[src/common/dot_pkg.sv]
// package: constants and types for the on-die termination controller
package dot_pkg;
  // mode register layout
  localparam int          TERM_DQ_LSB      = 0;
  localparam int          TERM_DQ_MSB      = 3;
  localparam int          TERM_DQ_EN_BIT   = 3;
  localparam int          TERM_CA_LSB      = 4;
  localparam int          TERM_CA_MSB      = 6;
  localparam logic [7:0]  TERM_MODE_RESET  = 8'h00;
  localparam logic [2:0]  CA_CODE_MIN      = 3'h1;
  localparam logic [2:0]  CA_CODE_MAX      = 3'h6;
  localparam int          CA_REF_OHM       = 240;
  // wishbone register offsets (byte addresses)
  localparam logic [3:0]  ADDR_TERM_MODE   = 4'h0;
  localparam logic [3:0]  ADDR_CONFIG      = 4'h4;
  localparam logic [3:0]  ADDR_STATUS      = 4'h8;
  localparam logic [3:0]  ADDR_CA_OHM      = 4'hC;
  // config register fields
  localparam int          CFG_BAND_LSB     = 0;
  localparam int          CFG_WLSET_BIT    = 3;
  localparam int          CFG_BL32_BIT     = 4;
  localparam int          CFG_WLEV_BIT     = 5;
  localparam int          CFG_LPM_BIT      = 6;
  localparam logic [7:0]  CONFIG_RESET     = 8'h00;
  // frequency bands (upper limit MHz)
  typedef enum logic [2:0] {
    DOT_B266  = 3'b000,
    DOT_B533  = 3'b001,
    DOT_B800  = 3'b010,
    DOT_B1066 = 3'b011,
    DOT_B1333 = 3'b100,
    DOT_B1600 = 3'b101,
    DOT_B1866 = 3'b110,
    DOT_B2133 = 3'b111
  } dot_band_t;
  localparam int          BL32_EXTRA_CK    = 8;
  // settle times in picoseconds
  localparam int          SETTLE_MIN_PS    = 1500;
  localparam int          SETTLE_MAX_PS    = 3500;
  localparam int          CLK_PERIOD_PS    = 40000;
  // least time rounds up, never below one cycle
  localparam int SETTLE_ON_CYC =
    (SETTLE_MIN_PS + CLK_PERIOD_PS - 1) / CLK_PERIOD_PS;
  // longest time rounds down, floored at one cycle
  localparam int SETTLE_MAX_RAW = SETTLE_MAX_PS / CLK_PERIOD_PS;
  localparam int SETTLE_FULL_CYC = (SETTLE_MAX_RAW < 1) ? 1 : SETTLE_MAX_RAW;
  // column command codes on the command bus
  typedef enum logic [2:0] {
    DOT_CMD_NOP   = 3'b000,
    DOT_CMD_WR1   = 3'b001,
    DOT_CMD_MWR1  = 3'b010,
    DOT_CMD_CAS2  = 3'b011,
    DOT_CMD_MRW   = 3'b100
  } dot_cmd_t;
endpackage

[src/common/dot_cmd_if.sv]
// interface: decoded command events from the link sampler
`timescale 1ns/1ps
interface dot_cmd_if;
  logic              cmd_valid;
  dot_pkg::dot_cmd_t cmd;
  logic [7:0]        data;
  modport src (output cmd_valid, output cmd, output data);
  modport dst (input cmd_valid, input cmd, input data);
endinterface

[src/hw/dot_link_rx.sv]
// link sampler: synchronises command clock and bus, emits one event per rising edge that carries a command other than NOP
`timescale 1ns/1ps
module dot_link_rx
  import dot_pkg::*;
(
  input  wire logic       clk,
  input  wire logic       rst_b,
  input  wire logic       ca_clk,
  input  wire logic [2:0] ca_cmd,
  input  wire logic [7:0] ca_data,
  dot_cmd_if.src          ev
);
  logic [2:0]  clk_sync_reg;
  logic [2:0]  cmd_s1_reg;
  logic [2:0]  cmd_s2_reg;
  logic [7:0]  dat_s1_reg;
  logic [7:0]  dat_s2_reg;
  logic        rise;

  // extra clock stage only for edge detection; the edge is seen at the same depth as the bus stages
  always_ff @(posedge clk or negedge rst_b) begin
    if (!rst_b) begin
      clk_sync_reg <= 3'h0;
      cmd_s1_reg   <= 3'h0;
      cmd_s2_reg   <= 3'h0;
      dat_s1_reg   <= 8'h00;
      dat_s2_reg   <= 8'h00;
    end else begin
      clk_sync_reg <= {clk_sync_reg[1:0], ca_clk};
      cmd_s1_reg   <= ca_cmd;
      cmd_s2_reg   <= cmd_s1_reg;
      dat_s1_reg   <= ca_data;
      dat_s2_reg   <= dat_s1_reg;
    end
  end

  assign rise = clk_sync_reg[1] & ~clk_sync_reg[2];

  always_ff @(posedge clk or negedge rst_b) begin
    if (!rst_b) begin
      ev.cmd_valid <= 1'b0;
      ev.cmd       <= DOT_CMD_NOP;
      ev.data      <= 8'h00;
    end else begin
      ev.cmd_valid <= rise && (cmd_s2_reg != DOT_CMD_NOP);
      ev.cmd       <= dot_cmd_t'(cmd_s2_reg);
      ev.data      <= dat_s2_reg;
    end
  end
endmodule

[src/hw/dot_lat_lut.sv]
// latency lookup: band, write latency set, burst length to on/off cycles
`timescale 1ns/1ps
module dot_lat_lut
  import dot_pkg::*;
(
  input  wire dot_band_t  band,
  input  wire logic       write_latency_set_b,
  input  wire logic       bl32,
  output logic [5:0]      on_lat,
  output logic [5:0]      off_lat,
  output logic            lat_ok
);
  logic [5:0] base_off;
  always_comb begin
    on_lat   = 6'h00;
    base_off = 6'h00;
    lat_ok   = 1'b1;
    case (band)
      DOT_B800:  begin
        on_lat   = 6'h06;
        base_off = 6'h16;
        lat_ok   = write_latency_set_b;
      end
      DOT_B1066: begin
        on_lat   = write_latency_set_b ? 6'h0C : 6'h04;
        base_off = write_latency_set_b ? 6'h1C : 6'h14;
      end
      DOT_B1333: begin
        on_lat   = write_latency_set_b ? 6'h0E : 6'h04;
        base_off = write_latency_set_b ? 6'h20 : 6'h16;
      end
      DOT_B1600: begin
        on_lat   = write_latency_set_b ? 6'h12 : 6'h06;
        base_off = write_latency_set_b ? 6'h24 : 6'h18;
      end
      DOT_B1866: begin
        on_lat   = write_latency_set_b ? 6'h14 : 6'h06;
        base_off = write_latency_set_b ? 6'h28 : 6'h1A;
      end
      DOT_B2133: begin
        on_lat   = write_latency_set_b ? 6'h18 : 6'h08;
        base_off = write_latency_set_b ? 6'h2C : 6'h1C;
      end
      default:   lat_ok = 1'b0;
    endcase
    off_lat = bl32 ? 6'(base_off + 6'(BL32_EXTRA_CK)) : base_off;
  end
endmodule

[src/hw/dot_term_ctrl.sv]
// top: on-die termination controller with wishbone register access
//
// Operation
// - termination on data, strobes and mask is driven by commands, strobes also by write leveling
// - termination forced off in power-down or self-refresh
// - data termination active when bit 3 set, whatever bits 2:0 hold; off when bit 3 clear
// - command/address code 001..110 selects 240 ohm divided by 1..6
// - idle high impedance; on per write after its second column command, off after burst
// - on latency counted from second column command, then settle window
// - off latency counted from second column command, then settle window
// - latencies from frequency band and write latency set table
// - burst length 32 adds eight cycles to off latency
// - write leveling with termination enabled: strobes on, data off
// - write leveling with termination disabled: strobes and data off
//
// The implementer's own choices: the register addresses and register access over Wishbone.
`timescale 1ns/1ps
module dot_term_ctrl
  import dot_pkg::*;
#(
  parameter int SETTLE_CYC = SETTLE_ON_CYC
)(
  input  wire logic        clk,
  input  wire logic        rst_b,
  input  wire logic        ca_clk,
  input  wire logic [2:0]  ca_cmd,
  input  wire logic [7:0]  ca_data,
  input  wire logic        wb_cyc_i,
  input  wire logic        wb_stb_i,
  input  wire logic        wb_we_i,
  input  wire logic [3:0]  wb_adr_i,
  input  wire logic [3:0]  wb_sel_i,
  input  wire logic [31:0] wb_dat_i,
  output logic [31:0]      wb_dat_o,
  output logic             wb_ack_o,
  output logic             term_dq_en,
  output logic             term_dqs_en,
  output logic             term_dmi_en,
  output logic [2:0]       term_dq_code,
  output logic [2:0]       term_ca_div
);
  typedef enum logic [1:0] {
    DOT_IDLE   = 2'b00,
    DOT_ARMED  = 2'b01,
    DOT_COUNT  = 2'b10
  } dot_state_t;

  dot_cmd_if  ev ();
  dot_state_t state_reg;
  logic [7:0] term_mode_reg;
  logic [7:0] config_reg;
  logic [5:0] cnt_reg;
  logic [5:0] on_lat;
  logic [5:0] off_lat;
  logic       lat_ok;
  logic       dq_on_reg;
  logic       settled;
  logic       mode_en;
  logic       lpm;
  logic       wlev;
  logic       wb_req;
  logic       wb_wr;
  logic       in_count;
  logic [7:0] wb_byte0;

  // one stage per settle cycle; a few stages keep the shift cheap
  logic [SETTLE_CYC-1:0] settle_reg;

  if (SETTLE_CYC < 1 || SETTLE_CYC > 8) begin : g_settle_chk
    $error("settle stage count out of range");
  end

  dot_link_rx u_rx (
    .clk     (clk),
    .rst_b   (rst_b),
    .ca_clk  (ca_clk),
    .ca_cmd  (ca_cmd),
    .ca_data (ca_data),
    .ev      (ev)
  );

  dot_lat_lut u_lut (
    .band     (dot_band_t'(config_reg[CFG_BAND_LSB +: 3])),
    .write_latency_set_b (config_reg[CFG_WLSET_BIT]),
    .bl32     (config_reg[CFG_BL32_BIT]),
    .on_lat   (on_lat),
    .off_lat  (off_lat),
    .lat_ok   (lat_ok)
  );

  function automatic logic ca_code_ok(input logic [2:0] c);
    return (c >= CA_CODE_MIN) && (c <= CA_CODE_MAX);
  endfunction

  assign mode_en = term_mode_reg[TERM_DQ_EN_BIT];
  assign lpm     = config_reg[CFG_LPM_BIT];
  assign wlev    = config_reg[CFG_WLEV_BIT];
  assign wb_req  = wb_cyc_i && wb_stb_i && !wb_ack_o;
  // a write lands only at the edge at which the master sees ack
  assign wb_wr    = wb_cyc_i && wb_stb_i && wb_we_i && wb_ack_o;
  assign in_count = (state_reg == DOT_COUNT);
  assign wb_byte0 = wb_dat_i[7:0];
  assign settled  = settle_reg[SETTLE_CYC-1];

  // mode register: written by mode-register write command or by software
  always_ff @(posedge clk or negedge rst_b) begin
    if (!rst_b) begin
      term_mode_reg <= TERM_MODE_RESET;
    end else if (ev.cmd_valid && ev.cmd == DOT_CMD_MRW) begin
      term_mode_reg <= ev.data;
    end else if (wb_wr && wb_adr_i == ADDR_TERM_MODE
                 && wb_sel_i[0]) begin
      term_mode_reg <= wb_dat_i[7:0];
    end
  end

  always_ff @(posedge clk or negedge rst_b) begin
    if (!rst_b) begin
      config_reg <= CONFIG_RESET;
    end else if (wb_wr && wb_adr_i == ADDR_CONFIG
                 && wb_sel_i[0]) begin
      config_reg <= wb_dat_i[7:0];
    end
  end

  // write sequencer: first command arms, second column command starts count
  always_ff @(posedge clk or negedge rst_b) begin
    if (!rst_b) begin
      state_reg <= DOT_IDLE;
      cnt_reg   <= 6'h00;
      dq_on_reg <= 1'b0;
    end else if (lpm || !mode_en || wlev) begin
      state_reg <= DOT_IDLE;
      cnt_reg   <= 6'h00;
      dq_on_reg <= 1'b0;
    end else begin
      case (state_reg)
        DOT_IDLE: begin
          if (ev.cmd_valid && (ev.cmd == DOT_CMD_WR1 ||
              ev.cmd == DOT_CMD_MWR1) && lat_ok) begin
            state_reg <= DOT_ARMED;
          end
        end
        DOT_ARMED: begin
          if (ev.cmd_valid && ev.cmd == DOT_CMD_CAS2) begin
            state_reg <= DOT_COUNT;
            cnt_reg   <= 6'h00;
          end
        end
        DOT_COUNT: begin
          cnt_reg <= 6'(cnt_reg + 6'h01);
          if (6'(cnt_reg + 6'h01) == on_lat) begin
            dq_on_reg <= 1'b1;
          end
          if (6'(cnt_reg + 6'h01) == off_lat) begin
            dq_on_reg <= 1'b0;
            state_reg <= DOT_IDLE;
          end
        end
        default: state_reg <= DOT_IDLE;
      endcase
    end
  end

  // settle delay models the switch transition after latency expires
  always_ff @(posedge clk or negedge rst_b) begin
    if (!rst_b) begin
      settle_reg <= '0;
    end else begin
      settle_reg <= SETTLE_CYC'({settle_reg, dq_on_reg});
    end
  end

  always_ff @(posedge clk or negedge rst_b) begin
    if (!rst_b) begin
      term_dq_en   <= 1'b0;
      term_dmi_en  <= 1'b0;
      term_dqs_en  <= 1'b0;
      term_dq_code <= 3'h0;
      term_ca_div  <= 3'h0;
    end else begin
      term_dq_en   <= settled && !lpm;
      term_dmi_en  <= settled && !lpm;
      term_dqs_en  <= !lpm && mode_en && (wlev || settled);
      term_dq_code <= term_mode_reg[2:0];
      term_ca_div  <= ca_code_ok(term_mode_reg[TERM_CA_MSB:TERM_CA_LSB])
                      ? term_mode_reg[TERM_CA_MSB:TERM_CA_LSB]
                      : 3'h0;
    end
  end

  // wishbone slave, ack one cycle after request, unmapped reads zero
  always_ff @(posedge clk or negedge rst_b) begin
    if (!rst_b) begin
      wb_ack_o <= 1'b0;
      wb_dat_o <= 32'h0000_0000;
    end else begin
      wb_ack_o <= wb_req;
      if (wb_req && !wb_we_i) begin
        if (wb_adr_i == ADDR_TERM_MODE) begin
          wb_dat_o <= {24'h000000, term_mode_reg};
        end else if (wb_adr_i == ADDR_CONFIG) begin
          wb_dat_o <= {24'h000000, config_reg};
        end else if (wb_adr_i == ADDR_STATUS) begin
          wb_dat_o <= {27'h0, lat_ok, state_reg, term_dqs_en, term_dq_en};
        end else if (wb_adr_i == ADDR_CA_OHM) begin
          wb_dat_o <= {29'h0, term_ca_div};
        end else begin
          wb_dat_o <= 32'h0000_0000;
        end
      end
    end
  end
endmodule

[config.mk]
export PLATFORM = sky130hd
export DESIGN_NAME = dot_term_ctrl
export DESIGN_NICKNAME = d
export VERILOG_FILES = /design/src/common/dot_pkg.sv /design/src/common/dot_cmd_if.sv /design/src/hw/dot_link_rx.sv /design/src/hw/dot_lat_lut.sv /design/src/hw/dot_term_ctrl.sv
export SDC_FILE = /design/constraint.sdc
export NUM_CORES = 1
export LEC_CHECK = 0
export BUFFER_PORTS_ARGS = -buffer_cell sky130_fd_sc_hd__buf_4
export CORE_MARGIN = 2
export CORE_UTILIZATION = 56
export DETAILED_ROUTE_END_ITERATION = 7
export GPL_TIMING_DRIVEN = 0
export PLACE_DENSITY = 0.85
export SYNTH_ARGS = -nofsm -noshare
export SYNTH_HDL_FRONTEND = slang
export SYNTH_SLANG_ARGS = --single-unit
[constraint.sdc]
create_clock -name clk -period 6 [get_ports clk]
set_clock_uncertainty 0.1 [all_clocks]
set_input_delay 0 -clock clk [delete_from_list [all_inputs] [get_ports clk]]
set_output_delay 0 -clock clk [all_outputs]
set_load 0.01 [all_outputs]
==> results of run 1 <==
==> how the worst max path moves through the flow <==
stage / slack, ns / depth (start not counted) / from / to
5_1_grt: 3.23 / 11 / config_reg[2] / state_reg[1]
3_5_place_dp: 3.48 / 10 / config_reg[2] / dq_on_reg
2_1_floorplan: 3.62 / 10 / config_reg[2] / dq_on_reg
3_3_place_gp: 3.48 / 10 / config_reg[2] / state_reg[1]
6_report: 3.39 / 10 / config_reg[1] / state_reg[1]
4_1_cts: 3.43 / 10 / config_reg[2] / state_reg[1]
==> power groups by stage <==
stage | registers (mW) | clock network (mW) | logic, mW
floorplan | 0.609 | 0 | 0.0602
global placement | 0.609 | 0 | 0.117
detailed placement | 0.611 | 0 | 0.121
CTS | 0.601 | 0.381 | 0.135
global route | 0.605 | 0.412 | 0.152
finish | 0.601 | 0.379 | 0.139
==> cells by family (layout without fill, tap and decap cells) <==
logic type | count (synthesis) | in the layout | synth area share (%)
compound gates | 57 | 57 | 10.7
xor+xnor | 10 | 10 | 3.40
fa+ha+maj | 2 | 2 | 0.708
buf+inv | 43 | 133 | 7.54
flops | 80 | 80 | 56.6
mux | 26 | 26 | 8.74
other cells | 1 | 24 | 0.106
simple gates | 80 | 80 | 12.2
==> worst max-delay path: stages, from the launching register on <==
cell      delay [ns]
dfrtp_1         0.46
clkbuf_1        0.27
nor2_1          0.24
nor2_1          0.06
ha_1            0.19
and3_1          0.20
a211o_1         0.28
a31oi_1         0.19
nand3b_1        0.12
a211oi_1        0.23
o22ai_1         0.11
==> layout make-up <==
class,instances,area (µm²)
flip-flops and latches,80,2000
fillers,378,1500
multi-input cells,199,1350
repair buffers,74,626
plain buffers,38,248
clock buffers,9,124
well taps,75,93.8
clock inverters,7,65.1
inverters,5,18.8
==> metal layers <==
| layer | vias up | routed length [µm] | share of wire, % | GRT usage, % |
|---|---|---|---|---|
| li1 | 1218 | - | - | - |
| met1 | 1318 | 3460 | 43 | 30.2 |
| met2 | 103 | 3930 | 49 | 40.0 |
| met3 | 16 | 449 | 5.6 | 6.43 |
| met4 | 0 | 140 | 1.8 | 8.06 |
| met5 | - | 0 | 0 | 0 |
==> cells in the final DEF, fill, tap and decap left out, drive strengths merged, types with 2 or more instances in the layout <==
| master | count |
|---|---|
| clkbuf | 17 |
| mux2i | 14 |
| inv | 8 |
| o22ai | 3 |
| nand3b | 3 |
| or3 | 3 |
| o31ai | 7 |
| a22o | 6 |
| nor3b | 2 |
| nor3 | 5 |
| ha | 2 |
| a211oi | 3 |
| xor2 | 3 |
| and2 | 4 |
| nor4 | 2 |
| a21boi | 3 |
| nand2 | 24 |
| and3 | 4 |
| a31oi | 2 |
| mux2 | 9 |
| nor2b | 3 |
| o21ai | 21 |
| nand3 | 2 |
| or2 | 2 |
| nor2 | 13 |
| conb | 24 |
| nor4b | 3 |
| clkinv | 3 |
| nand2b | 6 |
| dlygate4sd3 | 28 |
| xnor2 | 6 |
| a21oi | 5 |
| buf | 76 |
| dfrtp | 80 |
| mux4 | 3 |
==> metrics by stage <==
| stage | instance area (µm²) | cells |
|---|---|---|
| after floorplan | 3620 | 322 |
| after global placement | 4060 | 443 |
| after detailed placement | 4060 | 443 |
| after CTS | 4530 | 487 |
| after global routing | 4530 | 487 |
| final | 4530 | 487 |
==> metrics.yaml, run 1 <==
run_status:
  run_status: "finished, final reports clean"
global_route:
  grt_max_degree: 81
  grt_overflow: 0
  grt_pass1_vias: 2663
  antenna_found_initial: 0
  grt_pass1_wl_um: 13000
  grt_usage_pct: 23.8
sta:
  tightest_slew_ns: 0.957
  finalSetupViolations: 0
  period_needed_ns: 2.61
  whs_ns: 0.0809
  finalHoldViolCount: 0
  slew_headroom_pct: 36.2
  post-route-period-util_pct: 43.5
  max_freq_ghz: 0.384
  rsz0062_at_grt: "no"
  layout_setup_ws_ns: 3.39
  report.final.slew_viol_count: 0
  tns_ns: 0
synthesis:
  yosys.area.top_type: "dfrtp_1"
  synth_most_common_cell: "dfrtp_1"
  synth_edf_count: 0
  syn_inst: 299
  synth_warnings: 0
  ys_top_cells_by_area: "dfrtp_1 (57%), buf_4 (5.3%), mux2i_1 (4.0%), mux2_2 (2.9%), o21ai_0 (2.8%)"
  synth_area_um2: 3540
  synth_cell_types: 54
  ys.flop_type: "dfrtp_1"
  ys_ff_latch: 80
  netlist_top_cells_count: "dfrtp_1 (80), buf_4 (25), nand2_1 (24)"
  async_flop_share_pct: 100
  ys_seq_area_share_pct: 56.6
  postSynthAreaPerCell_um2: 11.8
  yosysTopAreaCellShare_pct: 56.6
pwr:
  p_total_mw: 1.12
  p_int_mw: 0.808
  switching_share_pct: 27.8
  p_leak_nw: 2.15
  combPwrFrac_pct: 12.4
  switching_power_mw: 0.311
  peakVddDrop_mv: 0.209
  clock_power_share_pct: 33.8
  seqPwrFrac_pct: 53.7
  p_per_area_nw_per_um2: 247
routing:
  ant_nets: 0
  vias_per_cell: 5.45
  vias: 2655
  drt_iter0_drc: 208
  wl_per_cell_um: 16.4
  drc: 0
  drt-total-wl_um: 7980
  first_pass_iters: 4
floorplanning:
  die-area_um2: 6970
  core_area_um2: 6030
  initial_core_util_pct: 58.7
  die_height_um: 83.5
  io_pins: 99
  rows: 28
  die_w_um: 83.5
cts:
  cts_resized: 0
  cts_num_sinks: 80
  postCtsSetupBuffers: 0
  clk_latency_ns: 0.35
  path_clk_slew_ns: 0.09
  cts_tree: "built"
  clk_path_buf_depth: 2
  numCtsBuffers: 9
  cts_htree_levels: 3
  cts-root-buf: "clkbuf_8"
  cts.hold.buffers_added: 28
setup_path:
  rrSetupSlack_ns: 3.39
  path_class: "reg -> reg"
  reg2reg_depth: 10
  crit_required_ns: 6.12
  cp_max_fo: 10
  critPathArrivalTime_ns: 2.73
  cp-start-kind: "flip-flop"
  endpoint_kind: "flip-flop"
  r2r_start: "config_reg[1]"
  rr_endpoint: "state_reg[1]"
placed_design:
  dp_slack_ns: 3.48
  numPortBuffers: 46
  dp_hpwl_um: 4900
  routabilityCongestion: 0.898
layout:
  drive_above_1_share_pct: 26.5
  areaGrowthSynthToFinish_pct: 28.1
  antenna_cells: 0
  layout.nets: 466
  post-route-util_pct: 75.2
min_path:
  hold_depth: 3
  hp-start: "wb_adr_i[3]"
  min_to: "wb_dat_o[3]"
  worstHoldPathType: "in -> reg"
run:
  maxCapViolCount: 0
No activity file was read; power rests on OpenSTA's default activity.
==> inputs of run 2 (changes only) <==
Settings changed: ABC_AREA set to 1, CORE_UTILIZATION 56 to 47, PLACE_DENSITY 0.85 to 0.76.
Clock period 6 ns to 2.2 ns, I/O delays scaled along.
==> run 2 against run 1 <==
  * Final cell count rose by 23%
  * Sequential cell count is the same
  * Total power grew to 3.0 times the previous value
==> metrics.yaml, run 2 <==
placed_design:
  numPortBuffers: 47
  routabilityCongestion: 0.859
  dp_hpwl_um: 5090
synthesis:
  synth_cell_types: 35
  synth_most_common_cell: "dfrtp_1"
  ys_seq_area_share_pct: 56.3
  ys_top_cells_by_area: "dfrtp_1 (56%), nand2_1 (7.4%), buf_4 (5.5%), inv_1 (5.4%), nand3_1 (4.4%)"
  synth_warnings: 0
  syn_inst: 382
  yosysTopAreaCellShare_pct: 56.3
  synth_edf_count: 0
  yosys.area.top_type: "dfrtp_1"
  synth_area_um2: 3550
  ys.flop_type: "dfrtp_1"
  netlist_top_cells_count: "dfrtp_1 (80), nand2_1 (70), inv_1 (51)"
  ys_ff_latch: 80
  async_flop_share_pct: 100
  postSynthAreaPerCell_um2: 9.31
setup_path:
  path_common_cell: "dlygate4sd3_1"
  slowest_stage: "dlygate4sd3_1"
  reg2reg_depth: 6
  endpoint_kind: "flip-flop"
  crit_required_ns: 2.37
  path_class: "in -> reg"
  crit_cells: 7
  path_cells: "dlygate4sd3_1 > buf_4 > nor3_4 > dlygate4sd3_1 > nand3_1 > dlygate4sd3_1 > a21oi_1"
  critPathBufInv: 4
  crit_family: "buffers and inverters"
  slowest_delay_ns: 0.61
  critPathArrivalTime_ns: 2.27
  cp_max_fo: 3
  cp-start-kind: "input pin"
cts:
  clk_path_buf_depth: 2
  cts_num_sinks: 80
  clk_latency_ns: 0.35
  cts_htree_levels: 3
  numCtsBuffers: 9
  cts_tree: "built"
  path_clk_slew_ns: 0.08
  cts-root-buf: "clkbuf_8"
layout:
  antenna_cells: 0
  final_common_cell: "dfrtp_1"
  layout.nets: 557
  areaGrowthSynthToFinish_pct: 31.2
  drive_above_1_share_pct: 23.7
  layout_common_cells: "dfrtp_1 (79), buf_4 (75), nand2_1 (67)"
floorplanning:
  die_w_um: 91.0
  die_height_um: 91.0
  die-area_um2: 8270
  initial_core_util_pct: 48.7
  io_pins: 99
  rows: 31
  core_area_um2: 7290
sta:
  finalSetupViolations: 0
  period_needed_ns: 2.10
  slew_headroom_pct: 35.7
  tightest_slew_ns: 0.965
  whs_ns: 0.0427
  finalHoldViolCount: 0
  report.final.slew_viol_count: 0
  max_freq_ghz: 0.476
  post-route-period-util_pct: 95.5
  rsz0062_at_grt: "yes"
routing:
  drt_iter0_drc: 157
  drt-total-wl_um: 7630
  ant_nets: 0
  drc: 0
  wl_per_cell_um: 12.7
  first_pass_iters: 4
  vias_per_cell: 4.77
  vias: 2865
global_route:
  antenna_found_initial: 0
  grt_pass1_wl_um: 13000
  grt_max_degree: 81
  grt_usage_pct: 19.7
  grt_pass1_vias: 2870
  grt_overflow: 0
pwr:
  p_total_mw: 3.32
  peakVddDrop_mv: 0.577
  p_per_area_nw_per_um2: 711
  p_leak_nw: 2.34
min_path:
  worstHoldPathType: "in -> reg"
  hold_depth: 5
run:
  maxCapViolCount: 0
run_status:
  run_status: "finished, final reports clean"
[run 2: per-stage QoR]
step / utilization (%) / worst slack [ns] / instances / cell area [µm²] / setup TNS (ns)
after floorplan: - / 0.414 / 405 / 3640 / 0
after global placement: 56.5 / 0.217 / 551 / 4120 / 0
after detailed placement: 56.5 / 0.220 / 551 / 4120 / 0
after CTS: 63.6 / 0.0946 / 599 / 4630 / 0
after global routing: 63.9 / -0.00945 / 601 / 4660 / -0.00945
final: 63.9 / 0.0996 / 601 / 4660 / 0
[run 2: final cells by class]
class	count	area [µm²]
clock inverters	5	58.8
well taps	99	124
fillers	606	2630
flip-flops and latches	80	2000
multi-input cells	239	1210
plain buffers	31	228
clock buffers	10	128
repair buffers	82	698
inverters	55	210
[run 2: final timing paths]
| check | start | to | slack (ns) |
|---|---|---|---|
| max | wb_adr_i[0] | wb_dat_o[7] | 0.1 |
| min reg2reg | u_rx.dat_s2_reg[1] | u_rx.ev.data[1] | 0.25 |
| min | wb_cyc_i | wb_dat_o[1] | 0.04 |
| max in group asynchronous | rst_b | config_reg[1] | 1.07 |
| min in group asynchronous | rst_b | u_rx.dat_s1_reg[0] | 0.24 |
| max reg2reg | wb_ack_o | config_reg[3] | 0.22 |
[run 2: power by group]
group | internal, mW | switching, mW
Sequential | 1.61 | 0.0840
Combinational | 0.259 | 0.333
Clock | 0.518 | 0.515
Total | 2.38 | 0.932
[run 2: logic make-up (layout without fill, tap and decap cells)]
family	Yosys count	after routing	synth area share [%]
simple gates	150	150	19.8
xor+xnor	4	4	0.986
buf+inv	86	183	12.2
compound gates	59	59	9.82
fa+ha+maj	2	2	0.704
flops	80	80	56.3
other cells	1	24	0.105
[run 2: timing repair]
action,in CTS,in global routing
hold buffers,33,0
gates resized for setup,0,6
endpoints found under the hold margin,114,0
setup buffers,0,2
endpoints found under the setup margin,0,4
[run 2: worst register-to-register path: stages (launching register included)]
cell and delay, ns:
dfrtp_1 0.43, nand3_1 0.12, nor2_2 0.14, nand3_2 0.15, buf_2 0.22, o21ai_0 0.18, dlygate4sd3_1 0.58
[run 2: per-layer routing]
layer | up-vias | part of all wire, % | track usage (%)
li1 | 1420 | - | -
met3 | 15 | 5.7 | 3.65
met4 | 0 | 1.8 | 8.46
met5 | - | 0 | 0
met2 | 92 | 50 | 33.3
met1 | 1338 | 42 | 24.9
